### src/core/iisl_defs.vh
// register offsets, bit positions and reset values of the interrupt status logic
`ifndef IISL_DEFS_VH
`define IISL_DEFS_VH
`define IISL_STAT_OFFSET 32'h5000132C
`define IISL_STAT_WIDTH 16
`define IISL_STAT_RESET 16'h0000
`define IISL_MASK_RESET 16'h08FF
`define IISL_FIFO_DEPTH 6'h20
`define IISL_BIT_RX_UNDER 0
`define IISL_BIT_RX_OVER 1
`define IISL_BIT_RX_FULL 2
`define IISL_BIT_TX_OVER 3
`define IISL_BIT_TX_EMPTY 4
`define IISL_BIT_RD_REQ 5
`define IISL_BIT_TX_ABRT 6
`define IISL_BIT_TX_DONE 7
`define IISL_BIT_ACTIVITY 8
`define IISL_BIT_STOP 9
`define IISL_BIT_START 10
`define IISL_NUM_FLAGS 11
`endif

### src/core/iisl_bus_cond.v
// start and stop condition detector on sampled scl and sda
`timescale 1ns/10ps
module iisl_bus_cond (
    input wire clk_in,      // system clock
    input wire rstn_in,     // async reset, active low
    input wire scl_in,      // sampled serial clock
    input wire sda_in,      // sampled serial data
    output reg start_out,   // one-cycle pulse on start or restart
    output reg stop_out     // one-cycle pulse on stop
);
    reg sda_q;
    // sda edge while scl high marks a bus condition, any role
    always @(posedge clk_in or negedge rstn_in) begin
        if (!rstn_in) begin
            sda_q <= 1'b1;
            start_out <= 1'b0;
            stop_out <= 1'b0;
        end else begin
            sda_q <= sda_in;
            start_out <= scl_in & sda_q & ~sda_in;
            stop_out <= scl_in & ~sda_q & sda_in;
        end
    end
endmodule

### src/core/iisl_sticky.v
// bank of sticky flags where a set beats a clear in the same cycle
`timescale 1ns/10ps
module iisl_sticky #(
    parameter N = 4
) (
    input wire clk_in,          // system clock
    input wire rstn_in,         // async reset, active low
    input wire [N-1:0] set_in,  // set pulses
    input wire [N-1:0] clr_in,  // clear pulses
    output reg [N-1:0] flag_out // flag levels
);
    genvar i;
    generate
        for (i = 0; i < N; i = i + 1) begin : g_flag
            // set wins so no event is lost
            always @(posedge clk_in or negedge rstn_in) begin
                if (!rstn_in) begin
                    flag_out[i] <= 1'b0;
                end else if (set_in[i]) begin
                    flag_out[i] <= 1'b1;
                end else if (clr_in[i]) begin
                    flag_out[i] <= 1'b0;
                end
            end
        end
    endgenerate
endmodule

### src/core/iisl_top.v
// interrupt status logic: raw flags, masking and clear-on-read effects
`timescale 1ns/10ps
`include "iisl_defs.vh"
// How it works
// - start or restart sets start flag
// - stop condition sets stop flag
// - activity flag sticky once controller active
// - activity cleared by disable, clear reads, reset
// - master nack as slave transmitter sets done
// - transmit abort sets flag, cause recorded
// - tx fifo flushed until abort clear read
// - slave read request sets flag, stretches clock
// - read request clear read drops flag
// - tx empty while level at/below threshold
// - disabled: tx flushed, empty follows activity
// - write into full tx fifo sets overflow
// - overflow/underflow held until internal enable falls
// - rx full while level at/above threshold
// - disable flushes rx, clears rx full
// - byte into full rx: ack, drop, flag
// - data read on empty rx sets underflow
// - masked status is raw and mask
module iisl_top (
    input wire CLK_IN,                 // 250 MHz system clock
    input wire RSTN_IN,                // async reset, active low
    input wire SCL_IN,                 // serial clock level on the bus
    input wire SDA_IN,                 // serial data level on the bus
    input wire CONTROLLER_ENABLE_BIT_IN, // software enable bit
    input wire MST_ACTIVE_IN,          // master state machine busy
    input wire SLV_ACTIVE_IN,          // slave state machine busy
    input wire SLV_TX_NACK_IN,         // pulse: master nacked our slave byte
    input wire ABORT_IN,               // pulse: transmit abort
    input wire [15:0] ABORT_CAUSE_IN,  // abort reason at the abort pulse
    input wire SLV_RD_ADDR_IN,         // pulse: addressed as slave for read
    input wire TX_WRITE_IN,            // pulse: data_command_port write
    input wire RX_READ_IN,             // pulse: data_command_port read
    input wire RX_BYTE_IN,             // pulse: byte received from bus
    input wire [5:0] TX_LEVEL_IN,      // tx fifo fill level
    input wire [5:0] RX_LEVEL_IN,      // rx fifo fill level
    input wire [5:0] TX_THRESHOLD_IN,  // tx_threshold_reg value
    input wire [5:0] RX_THRESHOLD_LEVEL_IN, // rx_threshold_level value
    input wire [15:0] IRQ_MASK_IN,     // irq_mask_reg value
    input wire RD_ACTIVITY_CLR_IN,     // pulse: activity_clear_reg read
    input wire RD_COMBINED_CLR_IN,     // pulse: combined_irq_clear_reg read
    input wire RD_ABORT_CLR_IN,        // pulse: abort_clear_reg read
    input wire RD_RDREQ_CLR_IN,        // pulse: read_request_clear_reg read
    output reg [15:0] MASKED_IRQ_STATUS_REG_OUT, // masked status register
    output reg [15:0] ABORT_CAUSE_REG_OUT, // abort_cause_reg
    output reg INTERNAL_ENABLE_STATE_OUT,  // internal enable
    output wire TX_FLUSH_OUT,          // hold tx fifo in reset
    output wire RX_FLUSH_OUT,          // hold rx fifo in reset
    output wire RX_DISCARD_OUT,        // ack but drop current byte
    output wire SCL_HOLD_OUT,          // stretch scl low
    output reg IRQ_OUT                 // interrupt request
);
    wire start_p;
    wire stop_p;
    wire busy;
    wire rx_full_lvl;
    wire [6:0] sticky_set;
    wire [6:0] sticky_clr;
    wire [6:0] sticky_q;
    wire tx_empty;
    wire rx_full;
    wire [15:0] raw_status;
    reg busy_q;

    // mask a status word, reused for the register and the request
    function [15:0] iisl_mask;
        input [15:0] raw;
        input [15:0] msk;
        begin
            iisl_mask = raw & msk;
        end
    endfunction

    iisl_bus_cond u_cond (
        .clk_in(CLK_IN),
        .rstn_in(RSTN_IN),
        .scl_in(SCL_IN),
        .sda_in(SDA_IN),
        .start_out(start_p),
        .stop_out(stop_p)
    );

    assign busy = MST_ACTIVE_IN | SLV_ACTIVE_IN;
    assign rx_full_lvl = (RX_LEVEL_IN == `IISL_FIFO_DEPTH);

    // internal enable falls only once both state machines are idle
    always @(posedge CLK_IN or negedge RSTN_IN) begin
        if (!RSTN_IN) begin
            INTERNAL_ENABLE_STATE_OUT <= 1'b0;
            busy_q <= 1'b0;
        end else begin
            busy_q <= busy;
            if (CONTROLLER_ENABLE_BIT_IN) begin
                INTERNAL_ENABLE_STATE_OUT <= 1'b1;
            end else if (!busy) begin
                INTERNAL_ENABLE_STATE_OUT <= 1'b0;
            end
        end
    end

    // sticky event sets; index order: under, over_rx, over_tx, rdreq, abrt, done, act
    assign sticky_set[0] = RX_READ_IN & (RX_LEVEL_IN == 6'h00);
    assign sticky_set[1] = RX_BYTE_IN & rx_full_lvl;
    assign sticky_set[2] = TX_WRITE_IN & (TX_LEVEL_IN == `IISL_FIFO_DEPTH);
    assign sticky_set[3] = SLV_RD_ADDR_IN;
    assign sticky_set[4] = ABORT_IN;
    assign sticky_set[5] = SLV_TX_NACK_IN;
    assign sticky_set[6] = busy & ~busy_q & CONTROLLER_ENABLE_BIT_IN;

    // clear sources; combined clear read drops every sticky flag
    assign sticky_clr[0] = RD_COMBINED_CLR_IN | ~INTERNAL_ENABLE_STATE_OUT;
    assign sticky_clr[1] = RD_COMBINED_CLR_IN | ~INTERNAL_ENABLE_STATE_OUT;
    assign sticky_clr[2] = RD_COMBINED_CLR_IN | ~INTERNAL_ENABLE_STATE_OUT;
    assign sticky_clr[3] = RD_RDREQ_CLR_IN | RD_COMBINED_CLR_IN | ~CONTROLLER_ENABLE_BIT_IN;
    assign sticky_clr[4] = RD_ABORT_CLR_IN | RD_COMBINED_CLR_IN | ~CONTROLLER_ENABLE_BIT_IN;
    assign sticky_clr[5] = RD_COMBINED_CLR_IN | ~CONTROLLER_ENABLE_BIT_IN;
    assign sticky_clr[6] = RD_ACTIVITY_CLR_IN | RD_COMBINED_CLR_IN | ~CONTROLLER_ENABLE_BIT_IN;

    iisl_sticky #(
        .N(7)
    ) u_sticky (
        .clk_in(CLK_IN),
        .rstn_in(RSTN_IN),
        .set_in(sticky_set),
        .clr_in(sticky_clr),
        .flag_out(sticky_q)
    );

    // start and stop flags share the bank style but live here for clarity
    reg start_q;
    reg stop_q;
    always @(posedge CLK_IN or negedge RSTN_IN) begin
        if (!RSTN_IN) begin
            start_q <= 1'b0;
            stop_q <= 1'b0;
        end else begin
            if (start_p) begin
                start_q <= 1'b1;
            end else if (RD_COMBINED_CLR_IN | ~CONTROLLER_ENABLE_BIT_IN) begin
                start_q <= 1'b0;
            end
            if (stop_p) begin
                stop_q <= 1'b1;
            end else if (RD_COMBINED_CLR_IN | ~CONTROLLER_ENABLE_BIT_IN) begin
                stop_q <= 1'b0;
            end
        end
    end

    // abort cause captured with the abort, dropped on its clear
    always @(posedge CLK_IN or negedge RSTN_IN) begin
        if (!RSTN_IN) begin
            ABORT_CAUSE_REG_OUT <= 16'h0000;
        end else if (ABORT_IN) begin
            ABORT_CAUSE_REG_OUT <= ABORT_CAUSE_IN;
        end else if (RD_ABORT_CLR_IN | RD_COMBINED_CLR_IN) begin
            ABORT_CAUSE_REG_OUT <= 16'h0000;
        end
    end

    // level flags follow the fifo levels while enabled, tx empty follows busy when disabled; no storage needed
    assign tx_empty = CONTROLLER_ENABLE_BIT_IN ?
        (TX_LEVEL_IN <= TX_THRESHOLD_IN) : busy;
    assign rx_full = CONTROLLER_ENABLE_BIT_IN &
        (RX_LEVEL_IN >= RX_THRESHOLD_LEVEL_IN);

    // fifo control: abort keeps tx flushed until its clear read
    assign TX_FLUSH_OUT = sticky_q[4] | ~CONTROLLER_ENABLE_BIT_IN;
    assign RX_FLUSH_OUT = ~CONTROLLER_ENABLE_BIT_IN;
    assign RX_DISCARD_OUT = RX_BYTE_IN & rx_full_lvl;
    // stretch lasts until the clear read retires the request, so the host must
    // load its byte before that read or the remote master clocks stale data
    assign SCL_HOLD_OUT = sticky_q[3];

    assign raw_status = {5'h00, start_q, stop_q, sticky_q[6], sticky_q[5], sticky_q[4],
        sticky_q[3], tx_empty, sticky_q[2], rx_full, sticky_q[1], sticky_q[0]};

    // outputs registered so the status read is glitch free, one cycle late
    always @(posedge CLK_IN or negedge RSTN_IN) begin
        if (!RSTN_IN) begin
            MASKED_IRQ_STATUS_REG_OUT <= `IISL_STAT_RESET;
            IRQ_OUT <= 1'b0;
        end else begin
            MASKED_IRQ_STATUS_REG_OUT <= iisl_mask(raw_status, IRQ_MASK_IN);
            IRQ_OUT <= |iisl_mask(raw_status, IRQ_MASK_IN);
        end
    end
endmodule

### config.mk
export PLATFORM = sky130hd
export DESIGN_NAME = iisl_top
export DESIGN_NICKNAME = d
export VERILOG_FILES = /design/src/core/iisl_bus_cond.v /design/src/core/iisl_sticky.v /design/src/core/iisl_top.v
export VERILOG_INCLUDE_DIRS = /design/src /design/src/core
export SDC_FILE = /design/constraint.sdc
export NUM_CORES = 1
export LEC_CHECK = 0
export BUFFER_PORTS_ARGS = -buffer_cell sky130_fd_sc_hd__buf_2
export CAP_MARGIN = 20
export CORE_AREA = 2 2 69 71
export DETAILED_ROUTE_END_ITERATION = 16
export DIE_AREA = 0 0 71 73
export GPL_ROUTABILITY_DRIVEN = 0
export PLACE_DENSITY = 0.88
export SLEW_MARGIN = 20
export SYNTH_ARGS = -nofsm -noshare
export SYNTH_HDL_FRONTEND = slang
export SYNTH_SLANG_ARGS = --single-unit
### constraint.sdc
create_clock -name CLK_IN -period 2 [get_ports CLK_IN]
set_clock_uncertainty 0.05 [all_clocks]
set_input_delay 0.1 -clock CLK_IN [delete_from_list [all_inputs] [get_ports CLK_IN]]
set_output_delay 0.1 -clock CLK_IN [all_outputs]
set_load 0.03 [all_outputs]
==> results of run 1 <==
-- cells in the final DEF (no fill, tap or decap), types with 3 or more instances in the layout --
master / count
nor2_1: 9
dlygate4sd3_1: 24
o21ai_0: 3
nand2_1: 6
ha_1: 12
a22o_1: 18
conb_1: 5
a21o_1: 7
nand3_1: 4
and2_1: 7
clkbuf_8: 5
inv_1: 17
a21oi_1: 5
buf_2: 100
dfrtp_1: 41
-- routing by layer --
metal	vias up	GRT usage [%]	routed length, µm
met3	17	3.039	203
met4	0	9.434	158
li1	803	-	-
met5	-	0	0
met1	787	21.12	1801
met2	59	31.15	2370
-- per-stage QoR --
stage                     total power [W]  setup slack, ns  instances  area (µm²)
after CTS                        0.001952           0.3035        341        2730
after global placement           0.001259           0.3890        310        2390
after floorplan                  0.001128           0.4278        164        1873
final                            0.001943           0.2924        342        2740
after global routing             0.002027           0.2509        342        2740
after detailed placement         0.001269           0.3614        310        2390
-- final cells by class --
class,instances,share of cell area (%)
Clock buffer,6,2.648
Clock inverter,2,1.370
Inverter,18,2.466
Multi-Input combinational cell,96,25.62
Sequential cell,42,38.40
Tap cell,54,2.466
Timing Repair Buffer,124,27.03
-- synthesized netlist by cell type, drive strengths merged --
cell type	number	area [µm²]
a32o	1	10.01
or4	2	18.77
and3	1	6.260
conb	1	3.750
dfstp	1	26.28
nand2b	1	6.260
nor2b	2	12.51
a21o	8	61.31
nor2	9	33.78
a22oi	1	7.510
dfrtp	41	1026
o41ai	1	8.760
nor4	1	12.51
a2bb2oi	1	8.760
or2	1	6.260
ha	12	150.1
a22o	18	157.7
nand3	4	20.02
buf	7	47.55
o21ai	3	15.01
and2	9	57.56
a31o	2	17.52
clkbuf	1	3.750
a21oi	5	25.02
inv	18	67.56
nand2	6	22.52
nor3	1	10.01
o211ai	1	7.510
nand3b	1	7.510
-- power by group --
| group | switching, W | internal [W] | total [W] | leakage, nW |
|---|---|---|---|---|
| clock network | 0.000280 | 0.000372 | 0.000653 | 0.0514 |
| logic | 0.000213 | 0.000164 | 0.000377 | 0.958 |
| registers | 0.0000212 | 0.000893 | 0.000914 | 0.535 |
-- repair_timing --
item                                    in CTS  in global routing
resized for setup                            0                  0
hold buffers                                23                  1
endpoints found under the setup margin       0                  0
endpoints found under the hold margin       63                  1
-- logic make-up (layout without fill, tap and decap cells) --
logic type      after synthesis  in the layout  synth area share [%]
fa+ha+maj                    12             12                 8.081
flops                        42             42                 56.63
other cells                   1              5                0.2018
simple gates                 38             38                 11.52
buf+inv                      26            150                 6.397
compound gates               41             41                 17.17
-- final timing paths --
kind | end | slack [ns] | cells after the start
max in group asynchronous | u_sticky.flag_out[0]$_DFFE_PN0P_ | 0.92 | 2
worst min register to register | start_q$_DFFE_PN0P_ | 0.38 | 1
worst max-delay path | IRQ_OUT$_DFF_PN0_ | 0.29 | 6
min in group asynchronous | ABORT_CAUSE_REG_OUT[3]$_DFFE_PN0P_ | 0.42 | 2
worst max register to register | IRQ_OUT$_DFF_PN0_ | 0.31 | 4
worst min-delay path | MASKED_IRQ_STATUS_REG_OUT[10]$_DFF_PN0_ | 0.005 | 2
==> flow_metrics.env, run 1 <==
export IMPL_critPathCaptureType="flop"
export IMPL_crit_family="simple AND/OR/NAND/NOR gates"
export IMPL_drc=0
export IMPL_dp_hpwl_um=3322
export IMPL_startpoint="IRQ_MASK_IN[8]"
export IMPL_final_antenna_net_count=0
export IMPL_crit_path_cell_trace="dlygate4sd3_1, buf_2, a22o_1, or4_4, nor4_2, o211ai_1"
export IMPL_clk_path_buf_depth=2
export IMPL_vias=1666
export IMPL_die_width_um=71
export IMPL_cp_data_required_time_ns=2.10
export IMPL_grt_pass1_wl_um=7189
export IMPL_seq_area_um2=1052
export IMPL_viasPerCell=4.871
export IMPL_status="finished, final reports clean"
export IMPL_cts_sinks=42
export IMPL_ys_warn_count=0
export IMPL_setup_viol=0
export IMPL_finalHoldViolations=0
export IMPL_dr_pass1_iters=4
export IMPL_htree_levels=2
export IMPL_start_util_pct=40.97
export IMPL_finalCritPeriodShare_pct=85.38
export IMPL_fp_dieArea_um2=5183
export IMPL_core_area_um2=4536
export IMPL_grt_max_degree=43
export IMPL_wl_per_cell_um=13.26
export IMPL_period_needed_ns=1.708
export IMPL_largest_reg_flops=16
export IMPL_drt_iter0_drc=130
export IMPL_drive_above_1_share_pct=40.28
export IMPL_hold_ws_ns=0.005318
export IMPL_reg2reg_from="start_q$_DFFE_PN0P_"
export IMPL_avgSynthCellArea_um2=11.61
export IMPL_p_leak_nw=1.545
export IMPL_setup_tns_final_ns=0
export IMPL_hold_class="in -> reg"
export IMPL_nNetsFinal=372
export IMPL_cpPeakStageDelay_ns=0.53
export IMPL_largest_registers="ABORT_CAUSE_REG_OUT x16, MASKED_IRQ_STATUS_REG_OUT x11, u_sticky.flag_out x7"
export IMPL_syn_cell_area_um2=1858
export IMPL_max_cap_violations=0
export IMPL_max_vdd_ir_drop_v=0.0003198
export IMPL_ys_seq_area_share_pct=56.63
export IMPL_fillCellCount=360
export IMPL_regMostFlops="ABORT_CAUSE_REG_OUT"
export IMPL_synth_cells=160
export IMPL_worstSkewPairLatency_ns=0.29
export IMPL_clockRootBuffer="clkbuf_8"
export IMPL_finalMaxSlewViolations=0
export IMPL_cts_setup_buffers=0
export IMPL_relSlewSlack_pct=40.38
export IMPL_gr_total_overflow=0
export IMPL_synth_cell_type_count=35
export IMPL_grt_pass1_vias=1602
export IMPL_worstSetupPathType="in -> reg"
export IMPL_ys_seq_elements=42
export IMPL_rsz0062_at_grt="no"
export IMPL_cts_tree="yes"
export IMPL_port_buffers=100
export IMPL_utilization_pct=60.41
export IMPL_max_freq_ghz=0.5856
export IMPL_critPathArrivalTime_ns=1.81
export IMPL_worst_pin_slew_ns=0.8894
export IMPL_power_density_nw_per_um2=709.3
export IMPL_die_h_um=73
export IMPL_grt_antenna_before_repair=0
export IMPL_num_rows=25
export IMPL_cpMaxStageDelayCell="dlygate4sd3_1"
export IMPL_clk_pin_slew_ns=0.08
export IMPL_wl_um=4534
export IMPL_syn2layout_area_growth_pct=47.47
export IMPL_num_io_pins=111
export IMPL_antenna_cells=0
export IMPL_setup_worst_path_start_class="input pin"
export IMPL_multi_input_area_um2=701.9
export IMPL_min_from="IRQ_MASK_IN[10]"
export IMPL_grt_util_all_layers_pct=17.84
export IMPL_cts_buffers=5
export IMPL_path_buf_inv=2
export IMPL_crit_fanout=2
Note: power is estimated with default switching activity, not from simulation.
==> inputs of run 2 (changes only) <==
- CTS_CLUSTER_DIAMETER: unset -> 200
- clock period: 2 -> 1.6 ns (I/O delays scaled with it)
==> flow_metrics.env, run 2 (synthesized netlist as in run 1, its figures left out) <==
export IMPL_status="finished with violations"
export IMPL_failed_checks="negative setup slack"
export IMPL_drive_above_1_share_pct=40.68
export IMPL_start_util_pct=40.97
export IMPL_syn2layout_area_growth_pct=51.52
export IMPL_grt_pass1_wl_um=7417
export IMPL_setup_tns_final_ns=-0.04430
export IMPL_power_density_nw_per_um2=866.7
export IMPL_layout_commonest_cell="buf_2"
export IMPL_path_buf_inv=0
export IMPL_grt_pass1_vias=1749
export IMPL_clk_path_buf_depth=2
export IMPL_critPathCaptureType="flop"
export IMPL_worstSkewPairLatency_ns=0.29
export IMPL_num_io_pins=111
export IMPL_finalMaxSlewViolations=0
export IMPL_crit_path_cell_trace="a22o_1, or4_4, nor4_4, o211ai_1"
export IMPL_grt_antenna_before_repair=0
export IMPL_setup_viol=1
export IMPL_antenna_cells=0
export IMPL_regMostFlops="ABORT_CAUSE_REG_OUT"
export IMPL_max_freq_ghz=0.6082
export IMPL_core_area_um2=4536
export IMPL_die_h_um=73
export IMPL_max_cap_violations=0
export IMPL_hold_ws_ns=0.01277
export IMPL_wl_per_cell_um=14.18
export IMPL_cts_sinks=42
export IMPL_worstSetupPathType="reg -> reg"
export IMPL_final_cell_mix="100 x buf_2, 41 x dfrtp_1, 29 x dlygate4sd3_1"
export IMPL_htree_levels=2
export IMPL_grt_util_all_layers_pct=18.55
export IMPL_p_leak_nw=1.591
export IMPL_rsz0062_at_grt="yes"
export IMPL_viasPerCell=4.946
export IMPL_gr_total_overflow=0
export IMPL_worst_slack_ns=-0.04430
export IMPL_max_vdd_ir_drop_v=0.0003989
export IMPL_period_needed_ns=1.644
export IMPL_utilization_pct=62.07
export IMPL_fp_dieArea_um2=5183
export IMPL_num_rows=25
export IMPL_drc=0
export IMPL_finalCritPeriodShare_pct=102.8
export IMPL_hold_class="in -> reg"
export IMPL_port_buffers=100
export IMPL_critPathArrivalTime_ns=1.74
export IMPL_cpMaxStageDelayCell="or4_4"
export IMPL_vias=1726
export IMPL_relSlewSlack_pct=39.29
export IMPL_largest_reg_flops=16
export IMPL_dr_pass1_iters=4
export IMPL_crit_fanout=3
export IMPL_wl_um=4950
export IMPL_cts_buffers=5
export IMPL_final_antenna_net_count=0
export IMPL_setup_worst_path_start_class="flop"
export IMPL_finalHoldViolations=0
export IMPL_clk_pin_slew_ns=0.08
export IMPL_cp_data_required_time_ns=1.70
export IMPL_largest_registers="ABORT_CAUSE_REG_OUT x16, MASKED_IRQ_STATUS_REG_OUT x11, u_sticky.flag_out x7"
export IMPL_cts_tree="yes"
export IMPL_worst_pin_slew_ns=0.9057
export IMPL_clockRootBuffer="clkbuf_8"
export IMPL_drt_iter0_drc=117
export IMPL_cpPeakStageDelay_ns=0.50
export IMPL_crit_family="simple AND/OR/NAND/NOR gates"
export IMPL_grt_max_degree=43
export IMPL_die_width_um=71
export IMPL_nNetsFinal=379
export IMPL_dp_hpwl_um=3419
-- run 2: cell count changes in the layout (fill, tap and decap cells not counted), sizes merged --
cell / change
buf: +2
clkbuf: -1
clkinv: +2
clkinvlp: -1
dlygate4sd3: +5
-- run 2: metrics by stage --
| stage | cell area [µm²] | power, W | std cells | setup WS [ns] |
|---|---|---|---|---|
| after floorplan | 1873 | 0.001410 | 164 | 0.02785 |
| after global placement | 2405 | 0.001578 | 312 | 0.02395 |
| after detailed placement | 2405 | 0.001592 | 312 | -0.04266 |
| after CTS | 2803 | 0.002443 | 348 | -0.02710 |
| after global routing | 2815 | 0.002541 | 349 | -0.09467 |
| final | 2815 | 0.002440 | 349 | -0.04430 |
-- run 2: worst paths after layout --
path	from	endpoint	slack (ns)	depth (start not counted)
hold / removal	RX_READ_IN	u_sticky.flag_out[0]$_DFFE_PN0P_	0.01	2
setup reg to reg	start_q$_DFFE_PN0P_	IRQ_OUT$_DFF_PN0_	-0.04	4
hold reg to reg	u_cond.start_out$_DFF_PN0_	start_q$_DFFE_PN0P_	0.39	1
setup / recovery	start_q$_DFFE_PN0P_	IRQ_OUT$_DFF_PN0_	-0.04	4
min in group asynchronous	RSTN_IN	ABORT_CAUSE_REG_OUT[3]$_DFFE_PN0P_	0.34	3
max in group asynchronous	RSTN_IN	u_cond.sda_q$_DFF_PN1_	0.79	3
-- run 2: layout make-up --
| cell class | count | area [µm²] |
|---|---|---|
| Tap cell | 54 | 67.56 |
| Sequential cell | 42 | 1052 |
| Clock inverter | 3 | 40.04 |
| Fill cell | 367 | 1720 |
| Clock buffer | 5 | 68.82 |
| Multi-Input combinational cell | 96 | 713.2 |
| Inverter | 18 | 67.56 |
| Timing Repair Buffer | 131 | 805.8 |
-- run 2: power breakdown --
group | internal, W | switching, W
combinational | 0.000215 | 0.000275
clock | 0.000459 | 0.000347
sequential | 0.00112 | 0.0000275
-- run 2: what timing repair did --
action                                  4_1_cts  5_1_grt
pin swaps                                     0        1
hold buffers                                 28        1
hold endpoints to repair                     68        1
resized for setup                             1        1
endpoints found under the setup margin        1        1
buffers inserted                              0        0
-- run 2: layer usage --
layer / part of all wire, % / global-route usage (%) / vias up
met3: 5.4 / 4.696 / 18
met2: 54 / 34.58 / 80
met4: 3.5 / 10.27 / 0
met1: 38 / 18.88 / 812
li1: - / - / 816
met5: 0 / 0 / -
